[src/shared/dtb_pkg.sv]
// Constants, register map and carrier types for the down timer with PWM and tone outputs.
// Assumes a 32-bit AXI4-Lite master with 8-bit byte addresses; registers sit at four times their index.
package dtb_pkg;

    // ----------------------------------------------------------------
    // Widths
    // ----------------------------------------------------------------
    localparam int ADDR_W = 8;
    localparam int DATA_W = 32;
    localparam int CNT_W = 10;
    localparam int PS_W = 8;
    localparam int IDX_W = 6;

    // ----------------------------------------------------------------
    // Register indices (byte address is four times the index)
    // ----------------------------------------------------------------
    localparam logic [IDX_W-1:0] IDX_COUNT = 6'h10;
    localparam logic [IDX_W-1:0] IDX_CTL1 = 6'h11;
    localparam logic [IDX_W-1:0] IDX_CTL2 = 6'h12;
    localparam logic [IDX_W-1:0] IDX_DUTY = 6'h13;
    localparam logic [IDX_W-1:0] IDX_PRESC = 6'h14;
    localparam logic [IDX_W-1:0] IDX_TONE = 6'h15;
    localparam logic [IDX_W-1:0] IDX_RELOAD_HI = 6'h16;
    localparam int IDX_LSB = 2;

    // ----------------------------------------------------------------
    // Field positions
    // ----------------------------------------------------------------
    localparam int CTL1_RUN_BIT = 0;
    localparam int CTL1_AUTO_RELOAD_BIT = 1;
    localparam int CTL1_ONE_SHOT_BIT = 2;
    localparam int CTL1_TOGGLE_PIN_BIT = 5;
    localparam int CTL1_PWM_ACTIVE_LOW_BIT = 6;
    localparam int CTL1_PWM_PIN_BIT = 7;
    localparam int CTL2_RATE_MSB = 2;
    localparam int CTL2_RATE_LSB = 0;
    localparam int CTL2_PRESCALE_DIS_BIT = 3;
    localparam int CTL2_EDGE_BIT = 4;
    localparam int CTL2_SOURCE_BIT = 5;
    localparam int TONE_ENABLE_BIT = 7;
    localparam int TONE_SEL_MSB = 3;
    localparam int TONE_SEL_LSB = 0;
    localparam int TONE_SRC_BIT = 3;
    localparam int RH_PERIOD_MSB = 5;
    localparam int RH_PERIOD_LSB = 4;
    localparam int RH_DUTY_MSB = 1;
    localparam int RH_DUTY_LSB = 0;

    // ----------------------------------------------------------------
    // Writable masks and reset values
    // ----------------------------------------------------------------
    localparam logic [7:0] CTL1_MASK = 8'hE7;
    localparam logic [7:0] CTL2_MASK = 8'h3F;
    localparam logic [7:0] TONE_MASK = 8'h8F;
    localparam logic [7:0] RH_MASK = 8'h33;
    localparam logic [7:0] CTL1_RESET = 8'h00;
    localparam logic [7:0] CTL2_RESET = 8'h3F;
    localparam logic [7:0] TONE_RESET = 8'h0F;
    localparam logic [7:0] RH_RESET = 8'h00;
    localparam logic [PS_W-1:0] PS_RESET = 8'hFF;
    localparam logic [CNT_W-1:0] CNT_MAX = 10'h3FF;
    localparam logic [CNT_W-1:0] CNT_ZERO = 10'h000;
    localparam logic [1:0] RESP_OKAY = 2'h0;
    localparam logic [1:0] RESP_SLVERR = 2'h2;

    // ----------------------------------------------------------------
    // Carrier types
    // ----------------------------------------------------------------
    typedef struct packed {
        logic awvalid;
        logic [ADDR_W-1:0] awaddr;
        logic wvalid;
        logic [DATA_W-1:0] wdata;
        logic [3:0] wstrb;
        logic bready;
        logic arvalid;
        logic [ADDR_W-1:0] araddr;
        logic rready;
    } dtb_axi_req_t;

    typedef struct packed {
        logic awready;
        logic wready;
        logic bvalid;
        logic [1:0] bresp;
        logic arready;
        logic rvalid;
        logic [DATA_W-1:0] rdata;
        logic [1:0] rresp;
    } dtb_axi_rsp_t;

    typedef struct packed {
        logic pwmPinOut;
        logic pwmPinOe;
        logic sharedPinOut;
        logic sharedPinOe;
        logic toneOut;
        logic underflowEvent;
    } dtb_pins_t;

    typedef struct packed {
        logic [7:0] ctl1;
        logic [7:0] ctl2;
        logic [7:0] tone;
        logic [7:0] reloadHi;
        logic [7:0] reloadLo;
        logic [7:0] dutyLo;
        logic [CNT_W-1:0] count;
        logic [PS_W-1:0] ps;
        logic oneShotDone;
        logic toggle;
        logic extPrev;
        logic awHeld;
        logic wHeld;
        logic [IDX_W-1:0] wIdx;
        logic [7:0] wData;
        logic wStrb0;
        dtb_axi_rsp_t rsp;
        dtb_pins_t pins;
    } dtb_state_t;

endpackage

[src/core/dtb_core.sv]
// Down timer with prescaler, PWM, underflow toggle and tone outputs behind an AXI4-Lite slave.
// Assumes all inputs are synchronous to mclk; the pad logic resolves the pin enables.
//
// Contract
// Count read returns live low eight bits.
// Count write loads reload byte and counter.
// Free mode reloads 0x3FF on underflow.
// Auto-reload mode reloads programmed value on underflow.
// One-shot stops counting after first underflow.
// Run, auto-reload, one-shot bits; cleared at reset.
// Polarity bit sets PWM active level.
// PWM enable drives PWM pin, else released.
// Toggle inverts on underflow, drives shared pin.
// Shared pin: toggle, then comparator, then tone.
// Reload sets period; duty from high bits, byte.
// Rate field divides 1:2 up to 1:256.
// Active-low prescaler enable, bypass when one.
// Software changes rate only while prescaler disabled.
// Source bit picks external pin or clock.
// Edge bit picks falling or rising external edge.
// Prescaler value register reads live count.
// Tone picks prescaler tap or timer bit.
// Disabled timer holds value, no underflow.
// Underflow raises event flag for interrupts.
`timescale 1ns/1ps
`default_nettype none

module dtb_core (
    input wire logic mclk,
    input wire logic sys_rst,
    input wire dtb_pkg::dtb_axi_req_t axiReq,
    output dtb_pkg::dtb_axi_rsp_t axiRsp,
    input wire logic extCountClockPin,
    input wire logic comparatorPinEnable,
    input wire logic cmpOutLevel,
    input wire logic tone1Enable,
    input wire logic tone1Level,
    output dtb_pkg::dtb_pins_t pinOut
);

    // ----------------------------------------------------------------
    // Decoding helpers
    // ----------------------------------------------------------------
    function automatic logic isMapped(input logic [dtb_pkg::IDX_W-1:0] idx);
        isMapped = (idx >= dtb_pkg::IDX_COUNT) && (idx <= dtb_pkg::IDX_RELOAD_HI);
    endfunction

    function automatic logic [dtb_pkg::PS_W-1:0] rateMask(input logic [2:0] sel);
        logic [dtb_pkg::PS_W-1:0] m;
        m = '0;
        for (int i = 0; i < dtb_pkg::PS_W; i++) begin
            m[i] = (i <= int'(sel));
        end
        rateMask = m;
    endfunction

    // ----------------------------------------------------------------
    // State
    // ----------------------------------------------------------------
    dtb_pkg::dtb_state_t state_r;
    dtb_pkg::dtb_state_t state_nxt;
    logic srcTick;
    logic tick;
    logic underflow;
    logic doWrite;
    logic wrEn;
    logic wrCount;
    logic [dtb_pkg::CNT_W-1:0] reloadVal;
    logic [dtb_pkg::CNT_W-1:0] dutyVal;
    logic [dtb_pkg::CNT_W-1:0] loadVal;
    logic [7:0] readByte;
    logic [3:0] toneSel;
    logic toneTap;
    logic [dtb_pkg::IDX_W-1:0] rdIdx;

    assign axiRsp = state_r.rsp;
    assign pinOut = state_r.pins;

    always_comb begin
        state_nxt = state_r;
        srcTick = 1'b0;
        tick = 1'b0;
        underflow = 1'b0;
        readByte = 8'h00;
        toneSel = state_r.tone[dtb_pkg::TONE_SEL_MSB:dtb_pkg::TONE_SEL_LSB];
        toneTap = 1'b0;
        rdIdx = axiReq.araddr[dtb_pkg::ADDR_W-1:dtb_pkg::IDX_LSB];
        reloadVal = {state_r.reloadHi[dtb_pkg::RH_PERIOD_MSB:dtb_pkg::RH_PERIOD_LSB], state_r.reloadLo};
        dutyVal = {state_r.reloadHi[dtb_pkg::RH_DUTY_MSB:dtb_pkg::RH_DUTY_LSB], state_r.dutyLo};
        loadVal = {state_r.reloadHi[dtb_pkg::RH_PERIOD_MSB:dtb_pkg::RH_PERIOD_LSB], state_r.wData};
        doWrite = state_r.awHeld && state_r.wHeld && !state_r.rsp.bvalid;
        wrEn = doWrite && state_r.wStrb0 && isMapped(state_r.wIdx);
        wrCount = wrEn && (state_r.wIdx == dtb_pkg::IDX_COUNT);
        state_nxt.pins.underflowEvent = 1'b0;

        // ------------------------------------------------------------
        // Count source and prescaler
        // ------------------------------------------------------------
        // The external pin is sampled as is, so an edge is a change between two clock samples.
        state_nxt.extPrev = extCountClockPin;
        if (state_r.ctl2[dtb_pkg::CTL2_SOURCE_BIT]) begin
            if (state_r.ctl2[dtb_pkg::CTL2_EDGE_BIT]) begin
                srcTick = state_r.extPrev && !extCountClockPin;
            end else begin
                srcTick = !state_r.extPrev && extCountClockPin;
            end
        end else begin
            srcTick = 1'b1;
        end
        if (state_r.ctl1[dtb_pkg::CTL1_RUN_BIT]) begin
            if (state_r.ctl2[dtb_pkg::CTL2_PRESCALE_DIS_BIT]) begin
                tick = srcTick;
            end else begin
                // A changed rate can match a partial count at once; software avoids this.
                tick = srcTick
                    && ((state_r.ps & rateMask(state_r.ctl2[dtb_pkg::CTL2_RATE_MSB:dtb_pkg::CTL2_RATE_LSB]))
                    == '0);
                if (srcTick) begin
                    state_nxt.ps = state_r.ps - 8'h01;
                end
            end
        end

        // ------------------------------------------------------------
        // Down counter
        // ------------------------------------------------------------
        if (tick && !state_r.oneShotDone && !wrCount) begin
            if (state_r.count == dtb_pkg::CNT_ZERO) begin
                underflow = 1'b1;
                if (state_r.ctl1[dtb_pkg::CTL1_ONE_SHOT_BIT]) begin
                    state_nxt.oneShotDone = 1'b1;
                end else if (state_r.ctl1[dtb_pkg::CTL1_AUTO_RELOAD_BIT]) begin
                    state_nxt.count = reloadVal;
                end else begin
                    state_nxt.count = dtb_pkg::CNT_MAX;
                end
            end else begin
                state_nxt.count = state_r.count - 10'h001;
            end
        end
        if (underflow) begin
            state_nxt.toggle = !state_r.toggle;
            state_nxt.pins.underflowEvent = 1'b1;
        end

        // ------------------------------------------------------------
        // Register writes
        // ------------------------------------------------------------
        if (axiRsp.awready && axiReq.awvalid) begin
            state_nxt.awHeld = 1'b1;
            state_nxt.wIdx = axiReq.awaddr[dtb_pkg::ADDR_W-1:dtb_pkg::IDX_LSB];
        end
        if (axiRsp.wready && axiReq.wvalid) begin
            state_nxt.wHeld = 1'b1;
            state_nxt.wData = axiReq.wdata[7:0];
            state_nxt.wStrb0 = axiReq.wstrb[0];
        end
        if (state_r.rsp.bvalid && axiReq.bready) begin
            state_nxt.rsp.bvalid = 1'b0;
        end
        if (doWrite) begin
            state_nxt.awHeld = 1'b0;
            state_nxt.wHeld = 1'b0;
            state_nxt.rsp.bvalid = 1'b1;
            state_nxt.rsp.bresp = isMapped(state_r.wIdx) ? dtb_pkg::RESP_OKAY : dtb_pkg::RESP_SLVERR;
        end
        if (wrEn) begin
            case (state_r.wIdx)
                dtb_pkg::IDX_COUNT: begin
                    state_nxt.reloadLo = state_r.wData;
                    state_nxt.count = loadVal;
                    state_nxt.oneShotDone = 1'b0;
                end
                dtb_pkg::IDX_CTL1: begin
                    state_nxt.ctl1 = state_r.wData & dtb_pkg::CTL1_MASK;
                end
                dtb_pkg::IDX_CTL2: begin
                    state_nxt.ctl2 = state_r.wData & dtb_pkg::CTL2_MASK;
                end
                dtb_pkg::IDX_DUTY: begin
                    state_nxt.dutyLo = state_r.wData;
                end
                dtb_pkg::IDX_TONE: begin
                    state_nxt.tone = state_r.wData & dtb_pkg::TONE_MASK;
                end
                dtb_pkg::IDX_RELOAD_HI: begin
                    state_nxt.reloadHi = state_r.wData & dtb_pkg::RH_MASK;
                end
                default: begin
                end
            endcase
        end

        // ------------------------------------------------------------
        // Register reads
        // ------------------------------------------------------------
        case (rdIdx)
            dtb_pkg::IDX_COUNT: readByte = state_r.count[7:0];
            dtb_pkg::IDX_CTL1: readByte = state_r.ctl1;
            dtb_pkg::IDX_CTL2: readByte = state_r.ctl2;
            dtb_pkg::IDX_PRESC: readByte = state_r.ps;
            dtb_pkg::IDX_RELOAD_HI: readByte = state_r.reloadHi;
            default: readByte = 8'h00;
        endcase
        if (state_r.rsp.rvalid && axiReq.rready) begin
            state_nxt.rsp.rvalid = 1'b0;
        end
        if (axiRsp.arready && axiReq.arvalid) begin
            state_nxt.rsp.rvalid = 1'b1;
            state_nxt.rsp.rdata = {24'h000000, readByte};
            state_nxt.rsp.rresp = isMapped(rdIdx) ? dtb_pkg::RESP_OKAY : dtb_pkg::RESP_SLVERR;
        end
        state_nxt.rsp.awready = !state_nxt.awHeld && !state_nxt.rsp.bvalid;
        state_nxt.rsp.wready = !state_nxt.wHeld && !state_nxt.rsp.bvalid;
        state_nxt.rsp.arready = !state_nxt.rsp.rvalid;

        // ------------------------------------------------------------
        // Pin outputs
        // ------------------------------------------------------------
        state_nxt.pins.pwmPinOut = (state_r.count < dutyVal) ^ state_r.ctl1[dtb_pkg::CTL1_PWM_ACTIVE_LOW_BIT];
        state_nxt.pins.pwmPinOe = state_r.ctl1[dtb_pkg::CTL1_PWM_PIN_BIT];
        if (state_r.ctl1[dtb_pkg::CTL1_TOGGLE_PIN_BIT]) begin
            state_nxt.pins.sharedPinOut = state_r.toggle;
            state_nxt.pins.sharedPinOe = 1'b1;
        end else if (comparatorPinEnable) begin
            state_nxt.pins.sharedPinOut = cmpOutLevel;
            state_nxt.pins.sharedPinOe = 1'b1;
        end else if (tone1Enable) begin
            state_nxt.pins.sharedPinOut = tone1Level;
            state_nxt.pins.sharedPinOe = 1'b1;
        end else begin
            state_nxt.pins.sharedPinOut = 1'b0;
            state_nxt.pins.sharedPinOe = 1'b0;
        end
        if (toneSel[dtb_pkg::TONE_SRC_BIT]) begin
            toneTap = state_r.count[toneSel[2:0]];
        end else begin
            toneTap = state_r.ps[toneSel[2:0]];
        end
        state_nxt.pins.toneOut = state_r.tone[dtb_pkg::TONE_ENABLE_BIT] && toneTap;

        // ------------------------------------------------------------
        // Synchronous reset
        // ------------------------------------------------------------
        if (sys_rst) begin
            state_nxt = '0;
            state_nxt.ctl1 = dtb_pkg::CTL1_RESET;
            state_nxt.ctl2 = dtb_pkg::CTL2_RESET;
            state_nxt.tone = dtb_pkg::TONE_RESET;
            state_nxt.reloadHi = dtb_pkg::RH_RESET;
            state_nxt.ps = dtb_pkg::PS_RESET;
            state_nxt.rsp.awready = 1'b1;
            state_nxt.rsp.wready = 1'b1;
            state_nxt.rsp.arready = 1'b1;
        end
    end

    always_ff @(posedge mclk) begin
        state_r <= state_nxt;
    end
endmodule

`default_nettype wire

[config.mk]
export PLATFORM = sky130hd
export DESIGN_NAME = dtb_core
export DESIGN_NICKNAME = d
export VERILOG_FILES = /design/src/shared/dtb_pkg.sv /design/src/core/dtb_core.sv
export SDC_FILE = /design/constraint.sdc
export NUM_CORES = 1
export LEC_CHECK = 0
export ABC_AREA = 1
export BUFFER_PORTS_ARGS = -buffer_cell sky130_fd_sc_hd__clkbuf_2
export CORE_UTILIZATION = 35
export DETAILED_ROUTE_END_ITERATION = 8
export GPL_TIMING_DRIVEN = 1
export MAX_ROUTING_LAYER = met4
export PLACE_DENSITY = 0.65
export SETUP_SLACK_MARGIN = 0.3
export SLEW_MARGIN = 10
export SYNTH_ARGS = -nofsm -noshare
export SYNTH_HDL_FRONTEND = slang
export SYNTH_SLANG_ARGS = --single-unit
[constraint.sdc]
create_clock -name mclk -period 4.3 [get_ports mclk]
set_input_delay 0.86 -clock mclk [delete_from_list [all_inputs] [get_ports mclk]]
set_output_delay 0.86 -clock mclk [all_outputs]
set_load 0.03 [all_outputs]
---- Word-level counts from Yosys, hierarchy flattened ----
Cells that the tools add are included.
cells by class
  mux-type cells .......................... 36
  eq/ne operators ......................... 11
  bitwise operators ....................... 3
  reduce and logical (&&, ||, !) cells .... 39
  magnitude comparators ................... 14
  add/subtract/negate cells ............... 2
operators by type and width
  operator                                                            count
  == test 6 x 5 -> 1 bit (second input constant)                      11
  two-way mux 10 bit                                                  6
  one-hot mux 8 bit (5 select lines)                                  1
  two-way mux 35 bit                                                  1
  logical AND 1 bit                                                   20
  two-way mux 1 bit                                                   19
  greater-or-equal comparator 6 x 5 -> 1 bit (second input constant)  2
  less-or-equal comparator 3 bit (first input constant)               4
  less-or-equal comparator 6 x 5 -> 1 bit (second input constant)     2
  two-way mux 2 bit                                                   6
  AND reduction 2 bit                                                 6
  zero test 1 bit                                                     10
  zero test 10 bit                                                    1
  < comparator 10 bit                                                 1
  subtractor 10 x 1 -> 10 bit (second input constant)                 1
  bitwise AND 8 bit                                                   1
  zero test 8 bit                                                     1
  subtractor 8 x 1 -> 8 bit (second input constant)                   1
  binary-select mux 1 bit (select 3 bit)                              2
  less-or-equal comparator 2 x 3 -> 1 bit (first input constant)      2
  < comparator 3 x 5 -> 1 bit (second input constant)                 1
  < comparator 3 x 4 -> 1 bit (second input constant)                 1
  less-or-equal comparator 1 x 3 -> 1 bit (first input constant)      1
  two-way mux 3 bit                                                   1
  3 further kinds                                                     3
word-level totals
  logic and storage cells ................. 135
  register bits ........................... 98
  output and inout bits ................... 47
  input port bits ......................... 64

---- Longest topological paths before layout ----
Gate-level depths: netlist (run 1).
  depth in word-level cells ............... 12
  mapped depth ............................ 13
  depth with buffers taken out ............ 12

---- Least setup slack after synthesis (run 1) ----
No wires, ideal clock.
  path kind ............................... input to register
  from .................................... input axiReq[6] in the netlist's numbering
  to ...................................... register state_r (netlist bit axiRsp[4])
  path buffers ............................ 0
  setup time .............................. 0.071 ns
  arrival time ............................ 1.820 ns
  stages on the path ...................... 7
  required time ........................... 4.229 ns
  setup slack ............................. 2.410 ns
  cell sequence ........................... nor2_1 -> nand3_1 -> nor3_1 -> nand2_1 -> o21ai_0 -> o21ai_0 -> a21oi_1
on the way
  word-level cells in the longest chain between the ends .. 2
ends and longest elaborated chain
  what                                    line             source
  start, declared                         dtb_core.sv:31   input wire dtb_pkg::dtb_axi_req_t axiReq,
  == test 6 x 5 -> 1 bit                  dtb_core.sv:197  case (rdIdx)
  one-hot mux 8 bit (5 select lines) (*)  dtb_core.sv:197
  end signal, assigned                    dtb_core.sv:259  state_r <= state_nxt;
  end, declared                           dtb_core.sv:60   dtb_pkg::dtb_state_t state_r;
Mark *: on every way between the ends. The rest lies on a longest branch, timed or not.
A chain may end at the register's enable or synchronous reset.

==> flow_summary.html, run 1 <==
<table>
<tr><th>Metric</th><th>Value</th></tr>
<tr><th colspan="2">Global routing</th></tr>
<tr><td>Tot GR Track Use</td><td>18.3%</td></tr>
<tr><td>Global-route wire length before repair</td><td>20800 microns</td></tr>
<tr><td>Antenna violations before repair</td><td>0</td></tr>
<tr><td>Overflow left after global routing</td><td>0</td></tr>
<tr><td>Via count of the first global-routing pass</td><td>4089</td></tr>
<tr><td>Maximum number of pins on one net before global-route repair</td><td>35</td></tr>
<tr><th colspan="2">Clock network</th></tr>
<tr><td>Clock-pin slew on the worst setup and hold paths</td><td>0.07 ns</td></tr>
<tr><td>Clock tree sinks</td><td>96</td></tr>
<tr><td>Clock tree from TritonCTS</td><td>built</td></tr>
<tr><td>Largest buffer count on any clock path</td><td>2</td></tr>
<tr><td>Clock Latency Late Sink</td><td>0.35 ns</td></tr>
<tr><td>Number of buffers created by CTS</td><td>9</td></tr>
<tr><td>Number of hold buffers added after cts</td><td>0</td></tr>
<tr><td>Post-CTS setup repair buffer count</td><td>0</td></tr>
<tr><td>Clock tree root buffer cell</td><td>sky130_fd_sc_hd__clkbuf_16</td></tr>
<tr><td>Cts repair resizes</td><td>0</td></tr>
<tr><td>H-tree lvl count</td><td>3</td></tr>
<tr><th colspan="2">Die</th></tr>
<tr><td>Row cnt</td><td>44</td></tr>
<tr><td>Horiz. Die Dim</td><td>124 microns</td></tr>
<tr><td>IO Pins</td><td>111</td></tr>
<tr><td>Die footprint</td><td>15400 sq um</td></tr>
<tr><td>Area of the placeable core</td><td>14500 sq um</td></tr>
<tr><td>DIE HEIGHT</td><td>124 microns</td></tr>
<tr><td>Effective utilization at floorplan</td><td>35.8%</td></tr>
<tr><th colspan="2">Placed design</th></tr>
<tr><td>I/O Buffers</td><td>53</td></tr>
<tr><td>Half-perimeter wire length of the detailed placement result</td><td>9770 microns</td></tr>
<tr><td>Placer congestion estimate</td><td>0.923</td></tr>
<tr><td>Worst-case setup slack after placement</td><td>1.73 ns</td></tr>
<tr><th colspan="2">Drt</th></tr>
<tr><td>Post-route DRC violation count</td><td>0</td></tr>
<tr><td>First drt pass iteration count</td><td>5</td></tr>
<tr><td>Final WL</td><td>12800 microns</td></tr>
<tr><td>Vias after detailed routing</td><td>4656</td></tr>
<tr><td>DRT iter0 DRCs</td><td>354</td></tr>
<tr><td>Vias per cell</td><td>4.92</td></tr>
<tr><td>Routed wire length per instance</td><td>13.6 microns</td></tr>
<tr><td>Number of nets with antenna violations after routing</td><td>0</td></tr>
<tr><th colspan="2">Yosys</th></tr>
<tr><td>EDFF count, synth</td><td>0</td></tr>
<tr><td>FFs w/ async S/R, synth</td><td>0%</td></tr>
<tr><td>Gate Count Post-Synth</td><td>733</td></tr>
<tr><td>Flip-flop and latch count after synthesis</td><td>96</td></tr>
<tr><td>Number of distinct library cell variants in the gate-level netlist after synthesis</td><td>46</td></tr>
<tr><td>Flip-flop cell with the highest count after synthesis</td><td>sky130_fd_sc_hd__dfxtp_1</td></tr>
<tr><td>Cell area after synthesis</td><td>5200 sq um</td></tr>
<tr><td>Average size of a mapped cell</td><td>7.10 sq um</td></tr>
<tr><td>Post-synthesis sequential area ratio</td><td>36.9%</td></tr>
<tr><td>Total of warnings raised by yosys</td><td>0</td></tr>
<tr><th colspan="2">Timing</th></tr>
<tr><td>Unrepaired setup endpoints after global routing</td><td>false</td></tr>
<tr><td>Final period util</td><td>52.5%</td></tr>
<tr><td>Hold violation total from the final report</td><td>0</td></tr>
<tr><td>Setup Viol. Count Final</td><td>0</td></tr>
<tr><td>Setup TNS Final</td><td>0 ns</td></tr>
<tr><td>Max-slew violation count</td><td>0</td></tr>
<tr><td>Final WS setup</td><td>2.04 ns</td></tr>
<tr><td>Minimum clock period after layout</td><td>2.26 ns</td></tr>
<tr><td>Transition time at the pin with the least slew margin</td><td>0.770 ns</td></tr>
<tr><td>Worst-case headroom to the max-slew limit</td><td>48.7%</td></tr>
<tr><td>Highest clock rate</td><td>443 MHz</td></tr>
<tr><td>Final clock skew</td><td>0.00417 ns</td></tr>
<tr><th colspan="2">Power and ir drop</th></tr>
<tr><td>Total leakage power</td><td>0.00264 uW</td></tr>
<tr><td>Power per Cell Area</td><td>341 nW/um^2</td></tr>
<tr><td>Peak VDD IR</td><td>0.306 mV</td></tr>
<tr><th colspan="2">Run status</th></tr>
<tr><td>Outcome</td><td>complete, no violations</td></tr>
<tr><th colspan="2">Layout</th></tr>
<tr><td>Most frequent standard cell in the layout excluding fill and tap cells</td><td>sky130_fd_sc_hd__nand2_1</td></tr>
<tr><td>Total area of multi-input combinational cells</td><td>2580 sq um</td></tr>
<tr><td>Ant diodes</td><td>0</td></tr>
<tr><td># fillers</td><td>1572</td></tr>
<tr><td>Post-layout net count</td><td>832</td></tr>
<tr><td>Footprint of the flip-flops and latches</td><td>1920 sq um</td></tr>
<tr><td>Layout cells sized above 1</td><td>14.0%</td></tr>
<tr><td>Area growth from synthesis to layout</td><td>8.68%</td></tr>
<tr><td>Most used cells in the layout excluding fill and tap cells</td><td>122 x sky130_fd_sc_hd__nand2_1, 96 x sky130_fd_sc_hd__dfxtp_1, 89 x sky130_fd_sc_hd__inv_1</td></tr>
<tr><th colspan="2">Critical path</th></tr>
<tr><td>Critical path, cell by cell</td><td>clkbuf_2, clkinv_1, buf_4, nand2_2, a21oi_1, o21ai_0, nand2_1</td></tr>
<tr><td>Worst path arrival time</td><td>2.49 ns</td></tr>
<tr><td>Type of element launching the critical path</td><td>input port</td></tr>
<tr><td>Critical path fanouts, max</td><td>34</td></tr>
<tr><td>Critical path buffer and inverter count</td><td>3</td></tr>
<tr><td>Element type at the critical path end</td><td>register</td></tr>
<tr><td>Crit Path Category</td><td>in -&gt; reg</td></tr>
<tr><td>Library cell contributing the largest single delay on the critical path</td><td>sky130_fd_sc_hd__clkbuf_2</td></tr>
<tr><td>CP peak stage delay</td><td>0.58 ns</td></tr>
<tr><td>Critical Path RT</td><td>4.53 ns</td></tr>
<tr><td>Largest delay contributor family on the critical path</td><td>buffers and inverters</td></tr>
<tr><th colspan="2">Hold path</th></tr>
<tr><td>Class of the worst hold path</td><td>reg -&gt; reg</td></tr>
<tr><th colspan="2">Flow run</th></tr>
<tr><td>Number of max-cap violations</td><td>0</td></tr>
</table>
layer usage:
layer / global-route usage [%] / part of all wire (%) / vias up
met5: - / 0 / -
li1: - / - / 2389
met2: 27.4 / 44 / 149
met3: 4.30 / 6.5 / 18
met1: 24.5 / 47 / 2100
met4: 5.06 / 1.8 / 0
registers in the layout (all words and copies together) (netlist names):
register and flops:
reloadVal 8, dutyVal 10, pinOut 6, state_r 47, axiRsp 15, loadVal 10
power breakdown:
| part | switching [uW] | internal (uW) | leakage (uW) | total, uW |
|---|---|---|---|---|
| clock | 367 | 435 | 0.000149 | 803 |
| sequential | 23.6 | 915 | 0.000781 | 939 |
| combinational | 139 | 45.6 | 0.00171 | 185 |
cells in the mapped netlist (3+ instances only):
cell / n / area (sq um)
sky130_fd_sc_hd__clkbuf_1: 13 / 48.8
sky130_fd_sc_hd__nor3_1: 3 / 15.0
sky130_fd_sc_hd__buf_2: 4 / 20.0
sky130_fd_sc_hd__nor2_1: 66 / 248
sky130_fd_sc_hd__dfxtp_1: 96 / 1920
sky130_fd_sc_hd__a21oi_2: 6 / 52.6
sky130_fd_sc_hd__o21a_1: 4 / 30.0
sky130_fd_sc_hd__inv_1: 89 / 334
sky130_fd_sc_hd__nand4_1: 6 / 37.5
sky130_fd_sc_hd__ha_1: 11 / 138
sky130_fd_sc_hd__a21oi_1: 72 / 360
sky130_fd_sc_hd__nand2_1: 122 / 458
sky130_fd_sc_hd__nand2_2: 11 / 68.8
sky130_fd_sc_hd__buf_4: 48 / 360
sky130_fd_sc_hd__o211ai_1: 12 / 90.1
sky130_fd_sc_hd__nand3_2: 3 / 30.0
sky130_fd_sc_hd__nand3_1: 41 / 205
sky130_fd_sc_hd__xor2_1: 4 / 35.0
sky130_fd_sc_hd__o21ai_0: 81 / 405
sky130_fd_sc_hd__nor2_2: 4 / 25.0
tightest hold or removal path, cell delays in order (launching register included):
cell and delay [ns]:
sky130_fd_sc_hd__dfxtp_1 0.31, sky130_fd_sc_hd__nand2_1 0.06, sky130_fd_sc_hd__nand2_1 0.04
worst paths after layout:
path	start	endpoint	slack, ns	depth (start not counted)
max	sys_rst	state_r[81]$_SDFF_PP0_	2.04	7
min	reloadVal[5]$_SDFFE_PP0P_	reloadVal[5]$_SDFFE_PP0P_	0.45	2
max reg2reg	state_r[75]$_SDFF_PP0_	state_r[65]$_SDFFE_PP0P_	2.15	9
min reg2reg	reloadVal[5]$_SDFFE_PP0P_	reloadVal[5]$_SDFFE_PP0P_	0.45	2
logic make-up (layout without fill, tap and decap cells):
family          Yosys count  count (layout)  share of synthesized area, %
simple gates            272             272                          24.2
compound gates          190             190                          20.1
buf+inv                 159             163                          15.3
flops                    96              96                          36.9
fa+ha+maj                11              11                          2.64
xor+xnor                  4               4                         0.673
other cells               1              26                        0.0721
through the flow:
stage / utilization, % / hold WS, ns / total power, uW / cell area, sq um / cells
final: 38.9 / 0.454 / 1930 / 5660 / 946
after global routing: 38.9 / 0.482 / 2010 / 5660 / 946
after CTS: 38.9 / 0.452 / 1950 / 5660 / 946
after detailed placement: 36.9 / 0.433 / 1140 / 5360 / 930
after global placement: 36.9 / 0.432 / 1140 / 5360 / 930
after floorplan: - / 0.414 / 1120 / 5300 / 758
area by class of cell:
class	instances	share of cell area [%]
multi-input combinational	503	45.6
clock buffer	11	4.47
timing repair buffer	55	4.96
inverter	92	6.11
sequential	96	34.0
clock inverter	5	0.819
tap	184	4.07
(Power assumes the default switching activity.)
==> run 2: changes to the inputs <==
--- a/config.mk
+++ b/config.mk
@@ -5,13 +5,13 @@
 export SDC_FILE = /design/constraint.sdc
 export NUM_CORES = 1
 export LEC_CHECK = 0
-export ABC_AREA = 1
+export ABC_AREA = 0
 export BUFFER_PORTS_ARGS = -buffer_cell sky130_fd_sc_hd__clkbuf_2
 export CORE_UTILIZATION = 35
 export DETAILED_ROUTE_END_ITERATION = 8
 export GPL_TIMING_DRIVEN = 1
 export MAX_ROUTING_LAYER = met4
-export PLACE_DENSITY = 0.65
+export PLACE_DENSITY = 0.67
 export SETUP_SLACK_MARGIN = 0.3
 export SLEW_MARGIN = 10
 export SYNTH_ARGS = -nofsm -noshare
==> constraint.sdc (replaced) <==
create_clock -name mclk -period 1.9 [get_ports mclk]
set_input_delay 0.38 -clock mclk [delete_from_list [all_inputs] [get_ports mclk]]
set_output_delay 0.38 -clock mclk [all_outputs]
set_load 0.03 [all_outputs]
==> flow_summary.html, run 2 <==
<table>
<tr><th>Metric</th><th>Value</th></tr>
<tr><th colspan="2">Die</th></tr>
<tr><td>Area of the placeable core</td><td>14100 sq um (-3.0%)</td></tr>
<tr><td>Die footprint</td><td>15100 sq um (-1.5%)</td></tr>
<tr><td>DIE HEIGHT</td><td>123 microns (-0.76%)</td></tr>
<tr><td>IO Pins</td><td>111 (unchanged)</td></tr>
<tr><td>Effective utilization at floorplan</td><td>36.3% (+0.54 points)</td></tr>
<tr><td>Row cnt</td><td>43 (-2.3%)</td></tr>
<tr><td>Horiz. Die Dim</td><td>123 microns (-0.76%)</td></tr>
<tr><th colspan="2">Timing</th></tr>
<tr><td>Final period util</td><td>100%</td></tr>
<tr><td>Hold violation total from the final report</td><td>0 (unchanged)</td></tr>
<tr><td>Minimum clock period after layout</td><td>1.90 ns</td></tr>
<tr><td>Highest clock rate</td><td>525 MHz</td></tr>
<tr><td>Unrepaired setup endpoints after global routing</td><td>true</td></tr>
<tr><td>Final WS setup</td><td>-0.00388 ns (-2.04 ns)</td></tr>
<tr><td>Max-slew violation count</td><td>0 (unchanged)</td></tr>
<tr><td>Worst-case headroom to the max-slew limit</td><td>59.3% (+11 points)</td></tr>
<tr><td>Transition time at the pin with the least slew margin</td><td>0.610 ns (-0.160 ns)</td></tr>
<tr><td>Final clock skew</td><td>0.00665 ns (+0.00249 ns)</td></tr>
<tr><td>Setup Viol. Count Final</td><td>1 (+1)</td></tr>
<tr><th colspan="2">Yosys</th></tr>
<tr><td>Flip-flop and latch count after synthesis</td><td>96 (unchanged)</td></tr>
<tr><td>FFs w/ async S/R, synth</td><td>0% (unchanged)</td></tr>
<tr><td>Library cell with the largest summed area after synthesis</td><td>sky130_fd_sc_hd__dfxtp_1</td></tr>
<tr><td>Gate Count Post-Synth</td><td>608 (-17%)</td></tr>
<tr><td>Area fraction of the dominant cell type after synthesis</td><td>37.5% (+0.58 points)</td></tr>
<tr><td>Top cells by instance count after synthesis</td><td>97 x sky130_fd_sc_hd__nand2_1, 96 x sky130_fd_sc_hd__dfxtp_1, 60 x sky130_fd_sc_hd__a21oi_1</td></tr>
<tr><td>Total of warnings raised by yosys</td><td>0 (unchanged)</td></tr>
<tr><td>Top-count cell post-synth</td><td>sky130_fd_sc_hd__nand2_1</td></tr>
<tr><td>EDFF count, synth</td><td>0 (unchanged)</td></tr>
<tr><td>Area contributors post-synth</td><td>sky130_fd_sc_hd__dfxtp_1 38%, sky130_fd_sc_hd__nand2_1 7.1%, sky130_fd_sc_hd__buf_4 6.9%</td></tr>
<tr><td>Post-synthesis sequential area ratio</td><td>37.5% (+0.58 points)</td></tr>
<tr><td>Cell area after synthesis</td><td>5120 sq um (-1.5%)</td></tr>
<tr><td>Average size of a mapped cell</td><td>8.43 sq um (+19%)</td></tr>
<tr><td>Number of distinct library cell variants in the gate-level netlist after synthesis</td><td>69 (+50%)</td></tr>
<tr><td>Flip-flop cell with the highest count after synthesis</td><td>sky130_fd_sc_hd__dfxtp_1</td></tr>
<tr><th colspan="2">Drt</th></tr>
<tr><td>Vias after detailed routing</td><td>4546 (-2.4%)</td></tr>
<tr><td>Final WL</td><td>13900 microns (+8.4%)</td></tr>
<tr><td>Number of nets with antenna violations after routing</td><td>0 (unchanged)</td></tr>
<tr><td>DRT iter0 DRCs</td><td>339 (-4.2%)</td></tr>
<tr><td>Post-route DRC violation count</td><td>0 (unchanged)</td></tr>
<tr><td>Vias per cell</td><td>5.23 (+6.3%)</td></tr>
<tr><td>First drt pass iteration count</td><td>5 (unchanged)</td></tr>
<tr><td>Routed wire length per instance</td><td>16.0 microns (+18%)</td></tr>
<tr><th colspan="2">Critical path</th></tr>
<tr><td>Element type at the critical path end</td><td>register</td></tr>
<tr><td>Type of element launching the critical path</td><td>register</td></tr>
<tr><td>Worst path arrival time</td><td>2.19 ns (-0.30 ns)</td></tr>
<tr><td>CP peak stage delay</td><td>0.42 ns (-0.16 ns)</td></tr>
<tr><td>Crit Path Category</td><td>reg -&gt; reg</td></tr>
<tr><td>Critical path, cell by cell</td><td>or3_4, a21oi_4, a41o_2, nand2_4, or4_1, a21oi_1</td></tr>
<tr><td>Critical Path RT</td><td>2.19 ns (-2.34 ns)</td></tr>
<tr><td>Library cell contributing the largest single delay on the critical path</td><td>sky130_fd_sc_hd__or4_1</td></tr>
<tr><td>Critical path fanouts, max</td><td>3 (-91%)</td></tr>
<tr><th colspan="2">Placed design</th></tr>
<tr><td>I/O Buffers</td><td>53 (unchanged)</td></tr>
<tr><td>Half-perimeter wire length of the detailed placement result</td><td>9490 microns (-2.9%)</td></tr>
<tr><td>Worst-case setup slack after placement</td><td>-0.0495 ns (-1.78 ns)</td></tr>
<tr><td>Placer congestion estimate</td><td>0.919 (-0.39%)</td></tr>
<tr><td>Standard cell area after detailed placement</td><td>5690 sq um (+6.3%)</td></tr>
<tr><th colspan="2">Layout</th></tr>
<tr><td>Most used cells in the layout excluding fill and tap cells</td><td>81 x sky130_fd_sc_hd__nand2_1, 72 x sky130_fd_sc_hd__dfxtp_1, 53 x sky130_fd_sc_hd__clkbuf_2</td></tr>
<tr><td>Ant diodes</td><td>0 (unchanged)</td></tr>
<tr><td>Layout cells sized above 1</td><td>37.4% (+23 points)</td></tr>
<tr><td>Top reg by flops</td><td>state_r</td></tr>
<tr><td>Layout Utilization</td><td>47.3% (+8.4 points)</td></tr>
<tr><td>Most frequent standard cell in the layout excluding fill and tap cells</td><td>sky130_fd_sc_hd__nand2_1</td></tr>
<tr><td>Fin area</td><td>6670 sq um (+18%)</td></tr>
<tr><td>Area growth from synthesis to layout</td><td>30.2%</td></tr>
<tr><td>Flip-flop count of the largest register, all copies and words added</td><td>47 (unchanged)</td></tr>
<tr><td>Post-layout net count</td><td>760 (-8.7%)</td></tr>
<tr><th colspan="2">Global routing</th></tr>
<tr><td>Maximum number of pins on one net before global-route repair</td><td>39 (+11%)</td></tr>
<tr><td>Global-route wire length before repair</td><td>21600 microns (+4.0%)</td></tr>
<tr><td>Via count of the first global-routing pass</td><td>4226 (+3.4%)</td></tr>
<tr><td>Overflow left after global routing</td><td>0 (unchanged)</td></tr>
<tr><td>Antenna violations before repair</td><td>0 (unchanged)</td></tr>
<tr><td>Tot GR Track Use</td><td>19.2% (+0.95 points)</td></tr>
<tr><th colspan="2">Power and ir drop</th></tr>
<tr><td>Power per Cell Area</td><td>711 nW/um^2 (+110%)</td></tr>
<tr><td>Peak VDD IR</td><td>0.434 mV (+42%)</td></tr>
<tr><td>Total leakage power</td><td>0.00274 uW (+3.7%)</td></tr>
<tr><th colspan="2">Clock network</th></tr>
<tr><td>Largest buffer count on any clock path</td><td>2 (unchanged)</td></tr>
<tr><td>Clock Latency Late Sink</td><td>0.35 ns (about the same)</td></tr>
<tr><td>Clock-pin slew on the worst setup and hold paths</td><td>0.07 ns (about the same)</td></tr>
<tr><td>Number of buffers created by CTS</td><td>9 (unchanged)</td></tr>
<tr><td>H-tree lvl count</td><td>3 (unchanged)</td></tr>
<tr><td>Clock tree from TritonCTS</td><td>built</td></tr>
<tr><td>Clock tree root buffer cell</td><td>sky130_fd_sc_hd__clkbuf_16</td></tr>
<tr><td>Clock tree sinks</td><td>96 (unchanged)</td></tr>
<tr><td>Number of hold buffers added after cts</td><td>0 (unchanged)</td></tr>
<tr><th colspan="2">Run status</th></tr>
<tr><td>Failing checks</td><td>negative setup slack</td></tr>
<tr><td>Outcome</td><td>finished, violations left</td></tr>
<tr><th colspan="2">Hold path</th></tr>
<tr><td>Class of the worst hold path</td><td>in -&gt; reg</td></tr>
<tr><th colspan="2">Flow run</th></tr>
<tr><td>Number of max-cap violations</td><td>0 (unchanged)</td></tr>
</table>
==> run 2: changes by cell type after synthesis, sizes merged, moves of 8 or more <==
cell | previous run | this run
inv | 90 | 21
o211ai | 12 | 1
a21oi | 78 | 61
clkbuf | 13 | 27
nor2 | 72 | 46
nand3 | 44 | 20
o21ai | 83 | 18
mux2i | 0 | 25
nand2 | 135 | 98
nor3b | 2 | 10
==> run 2: worst max-delay path, delay by kind of cell, from the launching register on <==
| family | cells | cell delay (ns) |
|---|---|---|
| AND/OR/NAND/NOR | 3 | 0.88 |
| flip-flops | 1 | 0.35 |
| AO/OA/AOI/OAI | 3 | 0.61 |
==> run 2: final timing paths <==
check | to | startpoint | cells after the start | slack [ns]
hold reg to reg | axiRsp[5]$_SDFFE_PP0P_ | axiRsp[5]$_SDFFE_PP0P_ | 2 | 0.45
setup / recovery | state_r[65]$_SDFFE_PP0P_ | state_r[117]$_SDFFE_PP1P_ | 6 | -0.004
hold / removal | loadVal[4]$_SDFFE_PP0P_ | axiReq[19] | 3 | 0.24
setup reg to reg | state_r[65]$_SDFFE_PP0P_ | state_r[117]$_SDFFE_PP1P_ | 6 | -0.004
==> run 2: repair_timing <==
action | CTS | global route
setup buffers | 11 | 10
gates resized for setup | 67 | 53
hold endpoints to repair | 0 | 0
pin swaps | 31 | 45
endpoints found under the setup margin | 53 | 59
==> run 2: final cells by class <==
| type | count | area [sq um] |
|---|---|---|
| Clock inverter | 5 | 129 |
| Multi-Input combinational cell | 434 | 3160 |
| Timing Repair Buffer | 122 | 880 |
| Inverter | 22 | 86.3 |
| Tap cell | 180 | 225 |
| Fill cell | 1358 | 7420 |
| Sequential cell | 96 | 1970 |
| Clock buffer | 10 | 229 |
==> run 2: power breakdown <==
part,total (uW),internal [uW],switching [uW]
clock,2220,1420,803
combinational,395,123,273
sequential,2130,2050,71.8
==> run 2: per-layer routing <==
metal  track usage (%)  vias up  routed length (microns)
li1                  -     2198                        -
met1              24.7     2123                     6260
met2              30.0      187                     6410
met3              4.29       38                      889
met4              6.17        0                      361
met5                 -        -                        0
==> run 2: cell families after synthesis <==
| logic type | Yosys count | synth area share (%) |
|---|---|---|
| adders and majority gates | 11 | 2.69 |
| buffers and inverters | 103 | 12.6 |
| AOI/OAI and AO/OA | 127 | 15.3 |
| and+or+nand+nor | 227 | 22.3 |
| DFF | 96 | 37.5 |
| other | 1 | 0.0732 |
| xor gates and xnor gates | 7 | 1.20 |
| muxes | 36 | 8.40 |
==> run 2: through the flow <==
step	hold WS [ns]	instances	power, uW	TNS (ns)
after CTS	0.236	859	4760	0
final	0.236	869	4740	-0.00388
after global routing	0.245	869	4910	-0.0393
after floorplan	0.431	633	2500	0
after global placement	0.440	833	2540	-0.0404
after detailed placement	0.445	833	2550	-0.0620
